## config.mk

```make
export PLATFORM = sky130hd
export DESIGN_NAME = eag_addr_gen
export DESIGN_NICKNAME = d
export VERILOG_FILES = /design/src/eag_pkg.sv /design/src/eag_addr_gen.sv
export VERILOG_INCLUDE_DIRS = /design/src /design/src/src
export SDC_FILE = /design/constraint.sdc
export NUM_CORES = 1
export LEC_CHECK = 0
export BUFFER_PORTS_ARGS = -buffer_cell sky130_fd_sc_hd__buf_2
export CAP_MARGIN = 25
export CORE_MARGIN = 8
export CORE_UTILIZATION = 30
export CTS_BUF_LIST = sky130_fd_sc_hd__clkbuf_8
export DETAILED_ROUTE_END_ITERATION = 10
export PLACE_DENSITY_LB_ADDON = 0.3
export SLEW_MARGIN = 30
export SYNTH_ARGS = -nofsm -noshare
export SYNTH_HDL_FRONTEND = slang
export SYNTH_SLANG_ARGS = --single-unit
```

## constraint.sdc

```tcl
create_clock -name CLOCK -period 4.95 [get_ports CLOCK]
set_clock_uncertainty 0.15 [all_clocks]
set_input_delay 0 -clock CLOCK [delete_from_list [all_inputs] [get_ports CLOCK]]
set_output_delay 0 -clock CLOCK [all_outputs]
set_load 0.01 [all_outputs]
```

## src/eag_regs.svh

```systemverilog
/*
 file: opcode, postbyte and cycle constants of the address generator.
 assumes: included by bare name wherever these constants are needed.
*/
`ifndef EAG_REGS_SVH
`define EAG_REGS_SVH
`define EAG_PC_RESET 16'h0000
`define EAG_DP_RESET 8'h00
`define EAG_PTR_RESET 16'h0000
`define EAG_OP_PAGE2 8'h10
`define EAG_OP_PAGE3 8'h11
`define EAG_OP_TRAP 8'h3f
`define EAG_OP_WAIT 8'h3c
`define EAG_OP_RET 8'h3b
`define EAG_OP_SYNC 8'h13
`define EAG_PB_INC1 4'h0
`define EAG_PB_INC2 4'h1
`define EAG_PB_DEC1 4'h2
`define EAG_PB_DEC2 4'h3
`define EAG_PB_ZERO 4'h4
`define EAG_PB_SECOND_ACCUMULATOR 4'h5
`define EAG_PB_FIRST_ACCUMULATOR 4'h6
`define EAG_PB_OFF8 4'h8
`define EAG_PB_OFF16 4'h9
`define EAG_PB_ACCD 4'hb
`define EAG_PB_PC8 4'hc
`define EAG_PB_PC16 4'hd
`define EAG_PB_XIND 4'hf
`define EAG_CYC_IND 4'h3
`endif

```

## src/eag_pkg.sv

```systemverilog
/*
 file: types of the address generator.
 assumes: nothing beyond a SystemVerilog compiler.
*/
package eag_pkg;
    typedef enum logic [3:0] {
        ST_IDLE, ST_DIVERT, ST_FETCH, ST_POST, ST_OFFH, ST_OFFL,
        ST_INDH, ST_INDL, ST_STALL, ST_DONE, ST_TRAP
    } eag_state_t;
    typedef enum logic [2:0] {M_INH, M_IMM, M_DIR, M_EXT, M_REG, M_IDX} eag_mode_t;
    typedef enum logic [2:0] {K_EXT, K_DIR, K_OFF8, K_OFF16, K_PC8, K_PC16, K_XIND} eag_kind_t;
    typedef enum logic [2:0] {
        T_NONE, T_SOFT1, T_SOFT2, T_SOFT3, T_WAIT, T_RET, T_SYNC
    } eag_trap_t;
endpackage

```

## src/eag_addr_gen.sv

```systemverilog
/*
 file: fetch loop and effective address generator of an 8-bit processor.
 assumes: memory answers each byte read with MEM_ACK and MEM_RDATA;
 an execution unit consumes EA_VALID and drives accumulators and writes.
*/
`timescale 1ns/1ps
`include "eag_regs.svh"
// Summary of operation
// RULE1: after reset, fetch an instruction, then hand it over, forever.
// RULE2: software trap, wait, return and sync opcodes stop the loop until resumed.
// RULE3: interrupt, halt or bus request divert the loop at an instruction boundary.
// RULE4: inherent opcodes fetch no address bytes.
// RULE5: immediate operand sits right after opcode, one or two bytes.
// RULE6: extended: next two bytes, high first, are the address.
// RULE7: extended indirect: two bytes after postbyte point at the address.
// RULE8: direct: byte after opcode is low half, page base is high half.
// RULE9: reset clears the page base register.
// RULE10: register mode: byte after opcode selects registers.
// RULE11: postbyte bit 7 low: signed 5-bit offset added to pointer.
// RULE12: zero offset: address is pointer; indirect form adds three cycles.
// RULE13: constant offset uses a copy; pointer keeps its value.
// RULE14: code 8 fetches a signed byte offset; one cycle, one byte.
// RULE15: code 9 fetches a signed word offset; four cycles, two bytes.
// RULE16: codes 5 and 6 add second or first accumulator; sources unchanged.
// RULE17: accumulator offset adds one cycle, four when indirect.
// RULE18: codes c and d offset from program counter; select bits ignored.
// RULE19: select bits 6:5 pick first index, second index, user, hardware stack.
// RULE20: bit 7 and bit 4 set: read final address from computed address.
// RULE21: auto increment after use, auto decrement before use, by one or two.
// RULE22: unassigned postbyte codes are flagged invalid.
// RULE23: address arithmetic wraps modulo 65536 with sign-extended offsets.
module eag_addr_gen import eag_pkg::*; #(
    parameter logic [15:0] RESET_PC = `EAG_PC_RESET
) (
    input wire logic CLOCK,
    input wire logic RST_B,
    output logic MEM_REQ,
    output logic [15:0] MEM_ADDR,
    input wire logic MEM_ACK,
    input wire logic [7:0] MEM_RDATA,
    input wire logic IRQ_REQ,
    input wire logic HALT_REQ,
    input wire logic BUS_REQUEST_INPUT_B,
    input wire logic RESUME,
    input wire logic [7:0] FIRST_ACCUMULATOR,
    input wire logic [7:0] SECOND_ACCUMULATOR,
    input wire logic PTR_WR,
    input wire logic [1:0] PTR_SEL,
    input wire logic [15:0] PTR_WDATA,
    input wire logic PC_WR,
    input wire logic [15:0] PC_WDATA,
    input wire logic DP_WR,
    input wire logic [7:0] DP_WDATA,
    output logic EA_VALID,
    output logic [15:0] EA,
    output logic [2:0] MODE,
    output logic [7:0] OPCODE,
    output logic [1:0] PAGE,
    output logic [7:0] POSTBYTE,
    output logic IMM_WIDE,
    output logic INVALID,
    output logic TRAP_WAIT,
    output logic [2:0] TRAP_KIND,
    output logic DIVERTED,
    output logic [15:0] PC_OUT,
    output logic [7:0] DP_OUT,
    output logic [63:0] PTR_OUT
);
    eag_state_t state_reg, state_next;
    eag_mode_t mode_reg, mode_next;
    eag_kind_t kind_reg, kind_next;
    eag_trap_t trap_reg, trap_next;
    logic [15:0] ptr_reg [4];
    logic [15:0] ptr_next [4];
    logic [15:0] pc_reg, pc_next, ea_reg, ea_next, addr_reg, addr_next;
    logic [7:0] dp_reg, dp_next, op_reg, op_next, pb_reg, pb_next, hi_reg, hi_next;
    logic [1:0] page_reg, page_next;
    logic [3:0] cnt_reg, cnt_next;
    logic ind_reg, ind_next, bad_reg, bad_next, wide_reg, wide_next;
    logic [15:0] p, w;
    logic [3:0] code;
    logic bad;

    always_comb begin
        state_next = state_reg;
        mode_next = mode_reg;
        kind_next = kind_reg;
        trap_next = trap_reg;
        ptr_next = ptr_reg;
        pc_next = pc_reg;
        ea_next = ea_reg;
        dp_next = dp_reg;
        op_next = op_reg;
        pb_next = pb_reg;
        hi_next = hi_reg;
        page_next = page_reg;
        cnt_next = cnt_reg;
        ind_next = ind_reg;
        bad_next = bad_reg;
        wide_next = wide_reg;
        bad = 1'b0;
        code = MEM_RDATA[3:0];
        p = ptr_reg[pb_reg[6:5]];
        w = {hi_reg, MEM_RDATA};
        if (PTR_WR) begin
            ptr_next[PTR_SEL] = PTR_WDATA;
        end
        if (PC_WR) begin
            pc_next = PC_WDATA;
        end
        if (DP_WR) begin
            dp_next = DP_WDATA;
        end
        case (state_reg)
            ST_IDLE: begin
                if (IRQ_REQ || HALT_REQ || !BUS_REQUEST_INPUT_B) begin
                    state_next = ST_DIVERT; // RULE3
                end else begin
                    state_next = ST_FETCH; // RULE1
                    page_next = 2'h0;
                    trap_next = T_NONE;
                    bad_next = 1'b0;
                end
            end
            ST_DIVERT: begin
                if (!IRQ_REQ && !HALT_REQ && BUS_REQUEST_INPUT_B) begin
                    state_next = ST_IDLE; // RULE3
                end
            end
            ST_FETCH: begin
                if (MEM_ACK) begin
                    pc_next = pc_reg + 16'h0001;
                    if (page_reg == 2'h0 && (MEM_RDATA == `EAG_OP_PAGE2 ||
                            MEM_RDATA == `EAG_OP_PAGE3)) begin
                        page_next = MEM_RDATA[0] ? 2'h2 : 2'h1;
                    end else begin
                        op_next = MEM_RDATA;
                        mode_next = M_INH;
                        wide_next = 1'b0;
                        case (MEM_RDATA[7:4])
                            4'h0, 4'h9, 4'hd: mode_next = M_DIR;
                            4'h6, 4'ha, 4'he: mode_next = M_IDX;
                            4'h7, 4'hb, 4'hf: mode_next = M_EXT;
                            4'h8, 4'hc: begin
                                mode_next = M_IMM;
                                wide_next = page_reg != 2'h0 || code == 4'h3 ||
                                    code == 4'hc || code == 4'he;
                            end
                            4'h2: begin
                                mode_next = M_IMM;
                                wide_next = page_reg != 2'h0;
                            end
                            4'h1: begin
                                if (code == 4'he || code == 4'hf) begin
                                    mode_next = M_REG;
                                end else if (code == 4'ha || code == 4'hc) begin
                                    mode_next = M_IMM;
                                end else if (code == 4'h6 || code == 4'h7) begin
                                    mode_next = M_IMM;
                                    wide_next = 1'b1;
                                end
                            end
                            4'h3: begin
                                if (code < 4'h4) begin
                                    mode_next = M_IDX;
                                end else if (code < 4'h8) begin
                                    mode_next = M_REG;
                                end else if (code == 4'hc) begin
                                    mode_next = M_IMM;
                                end
                            end
                            default: mode_next = M_INH;
                        endcase
                        if (MEM_RDATA == `EAG_OP_TRAP) begin // RULE2
                            trap_next = page_reg == 2'h0 ? T_SOFT1 :
                                (page_reg == 2'h1 ? T_SOFT2 : T_SOFT3);
                        end else if (page_reg == 2'h0 && MEM_RDATA == `EAG_OP_WAIT) begin
                            trap_next = T_WAIT;
                        end else if (page_reg == 2'h0 && MEM_RDATA == `EAG_OP_RET) begin
                            trap_next = T_RET;
                        end else if (page_reg == 2'h0 && MEM_RDATA == `EAG_OP_SYNC) begin
                            trap_next = T_SYNC;
                        end
                        case (mode_next)
                            M_INH: begin
                                ea_next = 16'h0000; // RULE4
                                state_next = ST_DONE;
                            end
                            M_IMM: begin
                                ea_next = pc_reg + 16'h0001; // RULE5
                                pc_next = pc_reg + (wide_next ? 16'h0003 : 16'h0002);
                                state_next = ST_DONE;
                            end
                            M_DIR: begin
                                kind_next = K_DIR;
                                state_next = ST_OFFL;
                            end
                            M_EXT: begin
                                kind_next = K_EXT;
                                state_next = ST_OFFH;
                            end
                            default: state_next = ST_POST; // RULE10
                        endcase
                    end
                end
            end
            ST_POST: begin
                if (MEM_ACK) begin
                    pb_next = MEM_RDATA;
                    pc_next = pc_reg + 16'h0001;
                    p = ptr_reg[MEM_RDATA[6:5]]; // RULE19
                    ind_next = MEM_RDATA[7] & MEM_RDATA[4];
                    cnt_next = 4'h0;
                    state_next = ST_STALL;
                    if (mode_reg == M_REG) begin
                        ea_next = 16'h0000; // RULE10
                        state_next = ST_DONE;
                    end else if (!MEM_RDATA[7]) begin
                        ind_next = 1'b0;
                        ea_next = p + {{11{MEM_RDATA[4]}}, MEM_RDATA[4:0]}; // RULE11
                        cnt_next = 4'h1;
                    end else begin
                        case (code)
                            `EAG_PB_INC1, `EAG_PB_INC2: begin
                                ea_next = p; // RULE21
                                ptr_next[MEM_RDATA[6:5]] = p + {14'h0000, code[0], ~code[0]};
                                cnt_next = {3'h1, code[0]} - 4'h0;
                                bad = ind_next & ~code[0];
                            end
                            `EAG_PB_DEC1, `EAG_PB_DEC2: begin
                                ea_next = p - {14'h0000, code[0], ~code[0]}; // RULE21
                                ptr_next[MEM_RDATA[6:5]] = ea_next;
                                cnt_next = {3'h1, code[0]};
                                bad = ind_next & ~code[0];
                            end
                            `EAG_PB_ZERO: ea_next = p; // RULE12
                            `EAG_PB_SECOND_ACCUMULATOR, `EAG_PB_FIRST_ACCUMULATOR: begin
                                ea_next = p + {{8{(code[1] ? FIRST_ACCUMULATOR[7] :
                                    SECOND_ACCUMULATOR[7])}}, (code[1] ?
                                    FIRST_ACCUMULATOR : SECOND_ACCUMULATOR)}; // RULE16
                                cnt_next = 4'h1; // RULE17
                            end
                            `EAG_PB_ACCD: begin
                                ea_next = p + {FIRST_ACCUMULATOR, SECOND_ACCUMULATOR};
                                cnt_next = 4'h4;
                            end
                            `EAG_PB_OFF8, `EAG_PB_PC8: begin
                                kind_next = code[2] ? K_PC8 : K_OFF8; // RULE14 RULE18
                                cnt_next = 4'h1;
                                state_next = ST_OFFL;
                            end
                            `EAG_PB_OFF16, `EAG_PB_PC16: begin
                                kind_next = code[2] ? K_PC16 : K_OFF16; // RULE15 RULE18
                                cnt_next = code[2] ? 4'h5 : 4'h4;
                                state_next = ST_OFFH;
                            end
                            `EAG_PB_XIND: begin
                                kind_next = K_XIND; // RULE7
                                cnt_next = 4'h2;
                                bad = ~ind_next;
                                state_next = ST_OFFH;
                            end
                            default: bad = 1'b1; // RULE22
                        endcase
                        if (bad) begin
                            ptr_next = ptr_reg;
                            if (PTR_WR) begin
                                ptr_next[PTR_SEL] = PTR_WDATA;
                            end
                            ea_next = 16'h0000;
                            bad_next = 1'b1;
                            ind_next = 1'b0;
                            state_next = ST_DONE;
                        end else begin
                            if (ind_next) begin
                                cnt_next = cnt_next + `EAG_CYC_IND; // RULE12 RULE17
                            end
                            if (state_next == ST_STALL && ind_next) begin
                                state_next = ST_INDH; // RULE20
                            end
                        end
                    end
                end
            end
            ST_OFFH: begin
                if (MEM_ACK) begin
                    hi_next = MEM_RDATA; // RULE6
                    pc_next = pc_reg + 16'h0001;
                    state_next = ST_OFFL;
                end
            end
            ST_OFFL: begin
                if (MEM_ACK) begin
                    pc_next = pc_reg + 16'h0001;
                    state_next = ind_reg ? ST_INDH : ST_STALL;
                    case (kind_reg)
                        K_EXT: begin
                            ea_next = w; // RULE6
                            state_next = ST_DONE;
                        end
                        K_DIR: begin
                            ea_next = {dp_reg, MEM_RDATA}; // RULE8
                            state_next = ST_DONE;
                        end
                        K_OFF8: ea_next = p + {{8{MEM_RDATA[7]}}, MEM_RDATA}; // RULE23
                        K_OFF16: ea_next = p + w; // RULE13
                        K_PC8: ea_next = pc_next + {{8{MEM_RDATA[7]}}, MEM_RDATA};
                        K_PC16: ea_next = pc_next + w;
                        default: ea_next = w; // RULE7
                    endcase
                end
            end
            ST_INDH: begin
                if (MEM_ACK) begin
                    hi_next = MEM_RDATA;
                    state_next = ST_INDL;
                end
            end
            ST_INDL: begin
                if (MEM_ACK) begin
                    ea_next = w; // RULE20
                    state_next = ST_STALL;
                end
            end
            ST_STALL: begin
                if (cnt_reg == 4'h0) begin
                    state_next = ST_DONE;
                end else begin
                    cnt_next = cnt_reg - 4'h1;
                end
            end
            ST_DONE: state_next = trap_reg != T_NONE ? ST_TRAP : ST_IDLE; // RULE2
            ST_TRAP: begin
                if (RESUME) begin
                    state_next = ST_IDLE;
                end
            end
            default: state_next = ST_IDLE;
        endcase
        case (state_next)
            ST_INDH: addr_next = ea_next;
            ST_INDL: addr_next = ea_reg + 16'h0001;
            default: addr_next = pc_next;
        endcase
    end

    always_ff @(posedge CLOCK or negedge RST_B) begin
        if (!RST_B) begin
            state_reg <= ST_IDLE;
            mode_reg <= M_INH;
            kind_reg <= K_EXT;
            trap_reg <= T_NONE;
            ptr_reg <= '{default: `EAG_PTR_RESET};
            pc_reg <= RESET_PC;
            ea_reg <= 16'h0000;
            addr_reg <= RESET_PC;
            dp_reg <= `EAG_DP_RESET; // RULE9
            op_reg <= 8'h00;
            pb_reg <= 8'h00;
            hi_reg <= 8'h00;
            page_reg <= 2'h0;
            cnt_reg <= 4'h0;
            ind_reg <= 1'b0;
            bad_reg <= 1'b0;
            wide_reg <= 1'b0;
        end else begin
            state_reg <= state_next;
            mode_reg <= mode_next;
            kind_reg <= kind_next;
            trap_reg <= trap_next;
            ptr_reg <= ptr_next;
            pc_reg <= pc_next;
            ea_reg <= ea_next;
            addr_reg <= addr_next;
            dp_reg <= dp_next;
            op_reg <= op_next;
            pb_reg <= pb_next;
            hi_reg <= hi_next;
            page_reg <= page_next;
            cnt_reg <= cnt_next;
            ind_reg <= ind_next;
            bad_reg <= bad_next;
            wide_reg <= wide_next;
        end
    end

    assign MEM_REQ = state_reg inside {ST_FETCH, ST_POST, ST_OFFH, ST_OFFL, ST_INDH, ST_INDL};
    assign MEM_ADDR = addr_reg;
    assign EA_VALID = state_reg == ST_DONE;
    assign EA = ea_reg;
    assign MODE = mode_reg;
    assign OPCODE = op_reg;
    assign PAGE = page_reg;
    assign POSTBYTE = pb_reg;
    assign IMM_WIDE = wide_reg;
    assign INVALID = bad_reg;
    assign TRAP_WAIT = state_reg == ST_TRAP;
    assign TRAP_KIND = trap_reg;
    assign DIVERTED = state_reg == ST_DIVERT;
    assign PC_OUT = pc_reg;
    assign DP_OUT = dp_reg;
    assign PTR_OUT = {ptr_reg[3], ptr_reg[2], ptr_reg[1], ptr_reg[0]};

    logic up_reg;
    always_ff @(posedge CLOCK or negedge RST_B) begin
        if (!RST_B) begin
            up_reg <= 1'b0;
        end else begin
            up_reg <= 1'b1;
        end
    end
    logic post_ack;
    assign post_ack = state_reg == ST_POST && MEM_ACK && mode_reg == M_IDX && !PTR_WR;
endmodule

```

==> flow_summary.ini <==
[timing]
final.setup.tns_ps = 0
rsz0062_at_grt = no
setup_viol = 0
finalHoldViolCount = 0
slew_violations = 0
max_slew_margin = 0.299
post-route-period-util = 0.945
period_needed_ps = 4680
fmax_ghz = 0.214
worstMarginPinSlew_ps = 1050

[global_route]
grt_overflow = 0
antenna_found_initial = 2
grt_pass1_wl_mm = 116
track_usage = 0.244
grt_start_max_net_pins = 167
grt_pass1_vias = 17600

[finish]
antennaDiodeCount = 0
layout.nets = 2460
largest_reg_flops = 64
fin_area_um2 = 19500
fillers = 5558
regArea_um2 = 4160
multi_input_area_um2 = 11400
drive_above_1_share = 0.184
area_growth_pct = 19.8

[floorplanning]
num_rows = 85
num_io_pins = 226
die_w_um = 249
core_area_um2 = 53700
start_util = 0.302
die_height_um = 249
dieArea_um2 = 61900

[run]
cap_violations = 0

[critical_path]
critPathMaxFanout = 3
worstSetupEndpointType = flop
critPathKind = flop to flop
cp-start-kind = flop
required_ps = 5270
arrival_ps = 5000

[drt]
drt-initial-drc-count = 1971
viasPerCell = 6.01
vias = 18100
postRouteWirelength_mm = 78.1
drc = 0
wire_per_inst_um = 25.9
antenna_left = 0
firstDrtPassIters = 8

[power_and_ir_drop]
vdd_drop_max_v = 0.000257
p_per_area_nw_per_um2 = 494
p_leak_nw = 8.21

[hold_path]
hold_class = primary input to flop

[logic_synthesis]
synth-seq-area-share = 0.256
synth_nets = 2213
synth.avg_cell_area_um2 = 7.89
synth_edf_count = 0
muxShareOfSynthArea = 0.0961
synth_fa_ha_area_frac = 0.0621
yosysWarnings = 0
synth_compound_area_frac = 0.260
yosys.area_share.simple = 0.213
synth_top_family_by_area = compound AO/OA/AOI/OAI gates
ys_ff_latch = 166
syn_inst = 2060
synth_area_um2 = 16200
synth_flop_cell = dfrtp_1
synth.distinct_cells = 88
synthArstFlopShare = 1.00
synthXorXnorAreaFrac = 0.0647

[status]
outcome = complete, no violations

[cts]
cts.sinks = 166
clk_pin_slew_worst_paths_ps = 100
clockBufferDepth = 2
cts_tree = built
root_buffer = clkbuf_8
clk_latency_ps = 580
cts_max_level = 4
numCtsBuffers = 17

[placed_design]
dp_hpwl_mm = 60.7
gp_congestion = 0.980
place_area_um2 = 18200
port_buffers = 225
stage by stage:
stage | std cells | power, W | utilization | hold slack (ps) | worst slack [ps]
after floorplan | 2060 | 0.00601 | - | -446 | 216
after global placement | 2903 | 0.00837 | 0.340 | 87.3 | 305
after detailed placement | 2903 | 0.00838 | 0.340 | 86.9 | 252
after CTS | 3011 | 0.00954 | 0.361 | 32.7 | 241
after global routing | 3015 | 0.0102 | 0.362 | 98.3 | 23.2
final | 3015 | 0.00962 | 0.362 | 95.9 | 272
power breakdown:
part | switching [W] | total, W | internal [W]
Clock | 0.000590 | 0.00104 | 0.000455
Sequential | 0.000677 | 0.00244 | 0.00176
Combinational | 0.00371 | 0.00613 | 0.00242
metal layers:
layer / track usage / vias up / wire length, um
li1: - / 8126 / -
met4: 0.118 / 2 / 3660
met2: 0.390 / 1016 / 35700
met3: 0.0498 / 170 / 6560
met5: 0 / - / 12
met1: 0.311 / 8794 / 32200
layout by cell type, fill, tap and decap left out, types with 70 or more instances in the layout:
master	instances
xnor2_1	74
dlygate4sd3_1	78
o21ai_0	171
dfrtp_1	165
ha_1	71
nor2_1	151
buf_2	224
a21oi_1	141
nand2_1	317
nor3_1	74
buf_4	70
logic make-up (layout without fill, tap and decap cells):
group | after synthesis | after routing
fa+ha+maj | 77 | 77
xor+xnor | 120 | 120
buf+inv | 191 | 450
simple gates | 747 | 747
flops | 166 | 166
mux | 107 | 107
compound gates | 652 | 652
worst max-delay path, cell delays in order, from the launching register on:
cell and delay (ps):
dfrtp_1 420, mux4_2 580, nand2_1 90, o21ai_0 90, ha_1 240, fa_1 460
a211oi_1 390, o21ai_0 190, a31o_2 290, a31oi_1 270, xor2_1 180, o21ai_0 130
a221oi_1 460, o31ai_1 170, o21a_1 190, mux2_2 260
synth_stat cells, types with 41 or more instances:
cell type | count | share of area
nor2_1 | 153 | 0.035
a21o_1 | 41 | 0.019
nand2_1 | 317 | 0.073
xor2_1 | 46 | 0.025
a31oi_1 | 61 | 0.023
o21ai_0 | 171 | 0.053
clkbuf_1 | 108 | 0.025
dfrtp_1 | 166 | 0.26
nand3_1 | 53 | 0.016
mux2i_1 | 42 | 0.026
xnor2_1 | 74 | 0.040
a21oi_1 | 141 | 0.043
ha_1 | 71 | 0.055
nor3_1 | 74 | 0.023
inv_1 | 41 | 0.0095
layout make-up:
cell class,instances,share of cell area
multi-input cells,1703,0.584
flip-flops and latches,166,0.213
repair buffers,377,0.130
well taps,696,0.0447
clock buffers,18,0.0127
inverters,42,0.00810
clock inverters,13,0.00681
repair_timing:
action | in CTS | in global routing
setup endpoints to repair | 0 | 2
hold buffers | 77 | 1
setup buffers | 0 | 2
resized for setup | 0 | 4
hold endpoints to repair | 293 | 74
worst paths after layout:
| kind | from | end | slack, ps | cells past startpoint |
|---|---|---|---|---|
| max | POSTBYTE[5] | MEM_ADDR[12] | 270 | 15 |
| min | PTR_WDATA[1] | PTR_OUT[49] | 100 | 4 |
| max reg2reg | POSTBYTE[5] | MEM_ADDR[12] | 270 | 15 |
| min reg2reg | POSTBYTE[0] | POSTBYTE[0] | 340 | 2 |
| max in group asynchronous | RST_B | PTR_OUT[56] | 3430 | 5 |
| min in group asynchronous | RST_B | MODE[2] | 370 | 4 |
Power figures use the tool's default switching activity.
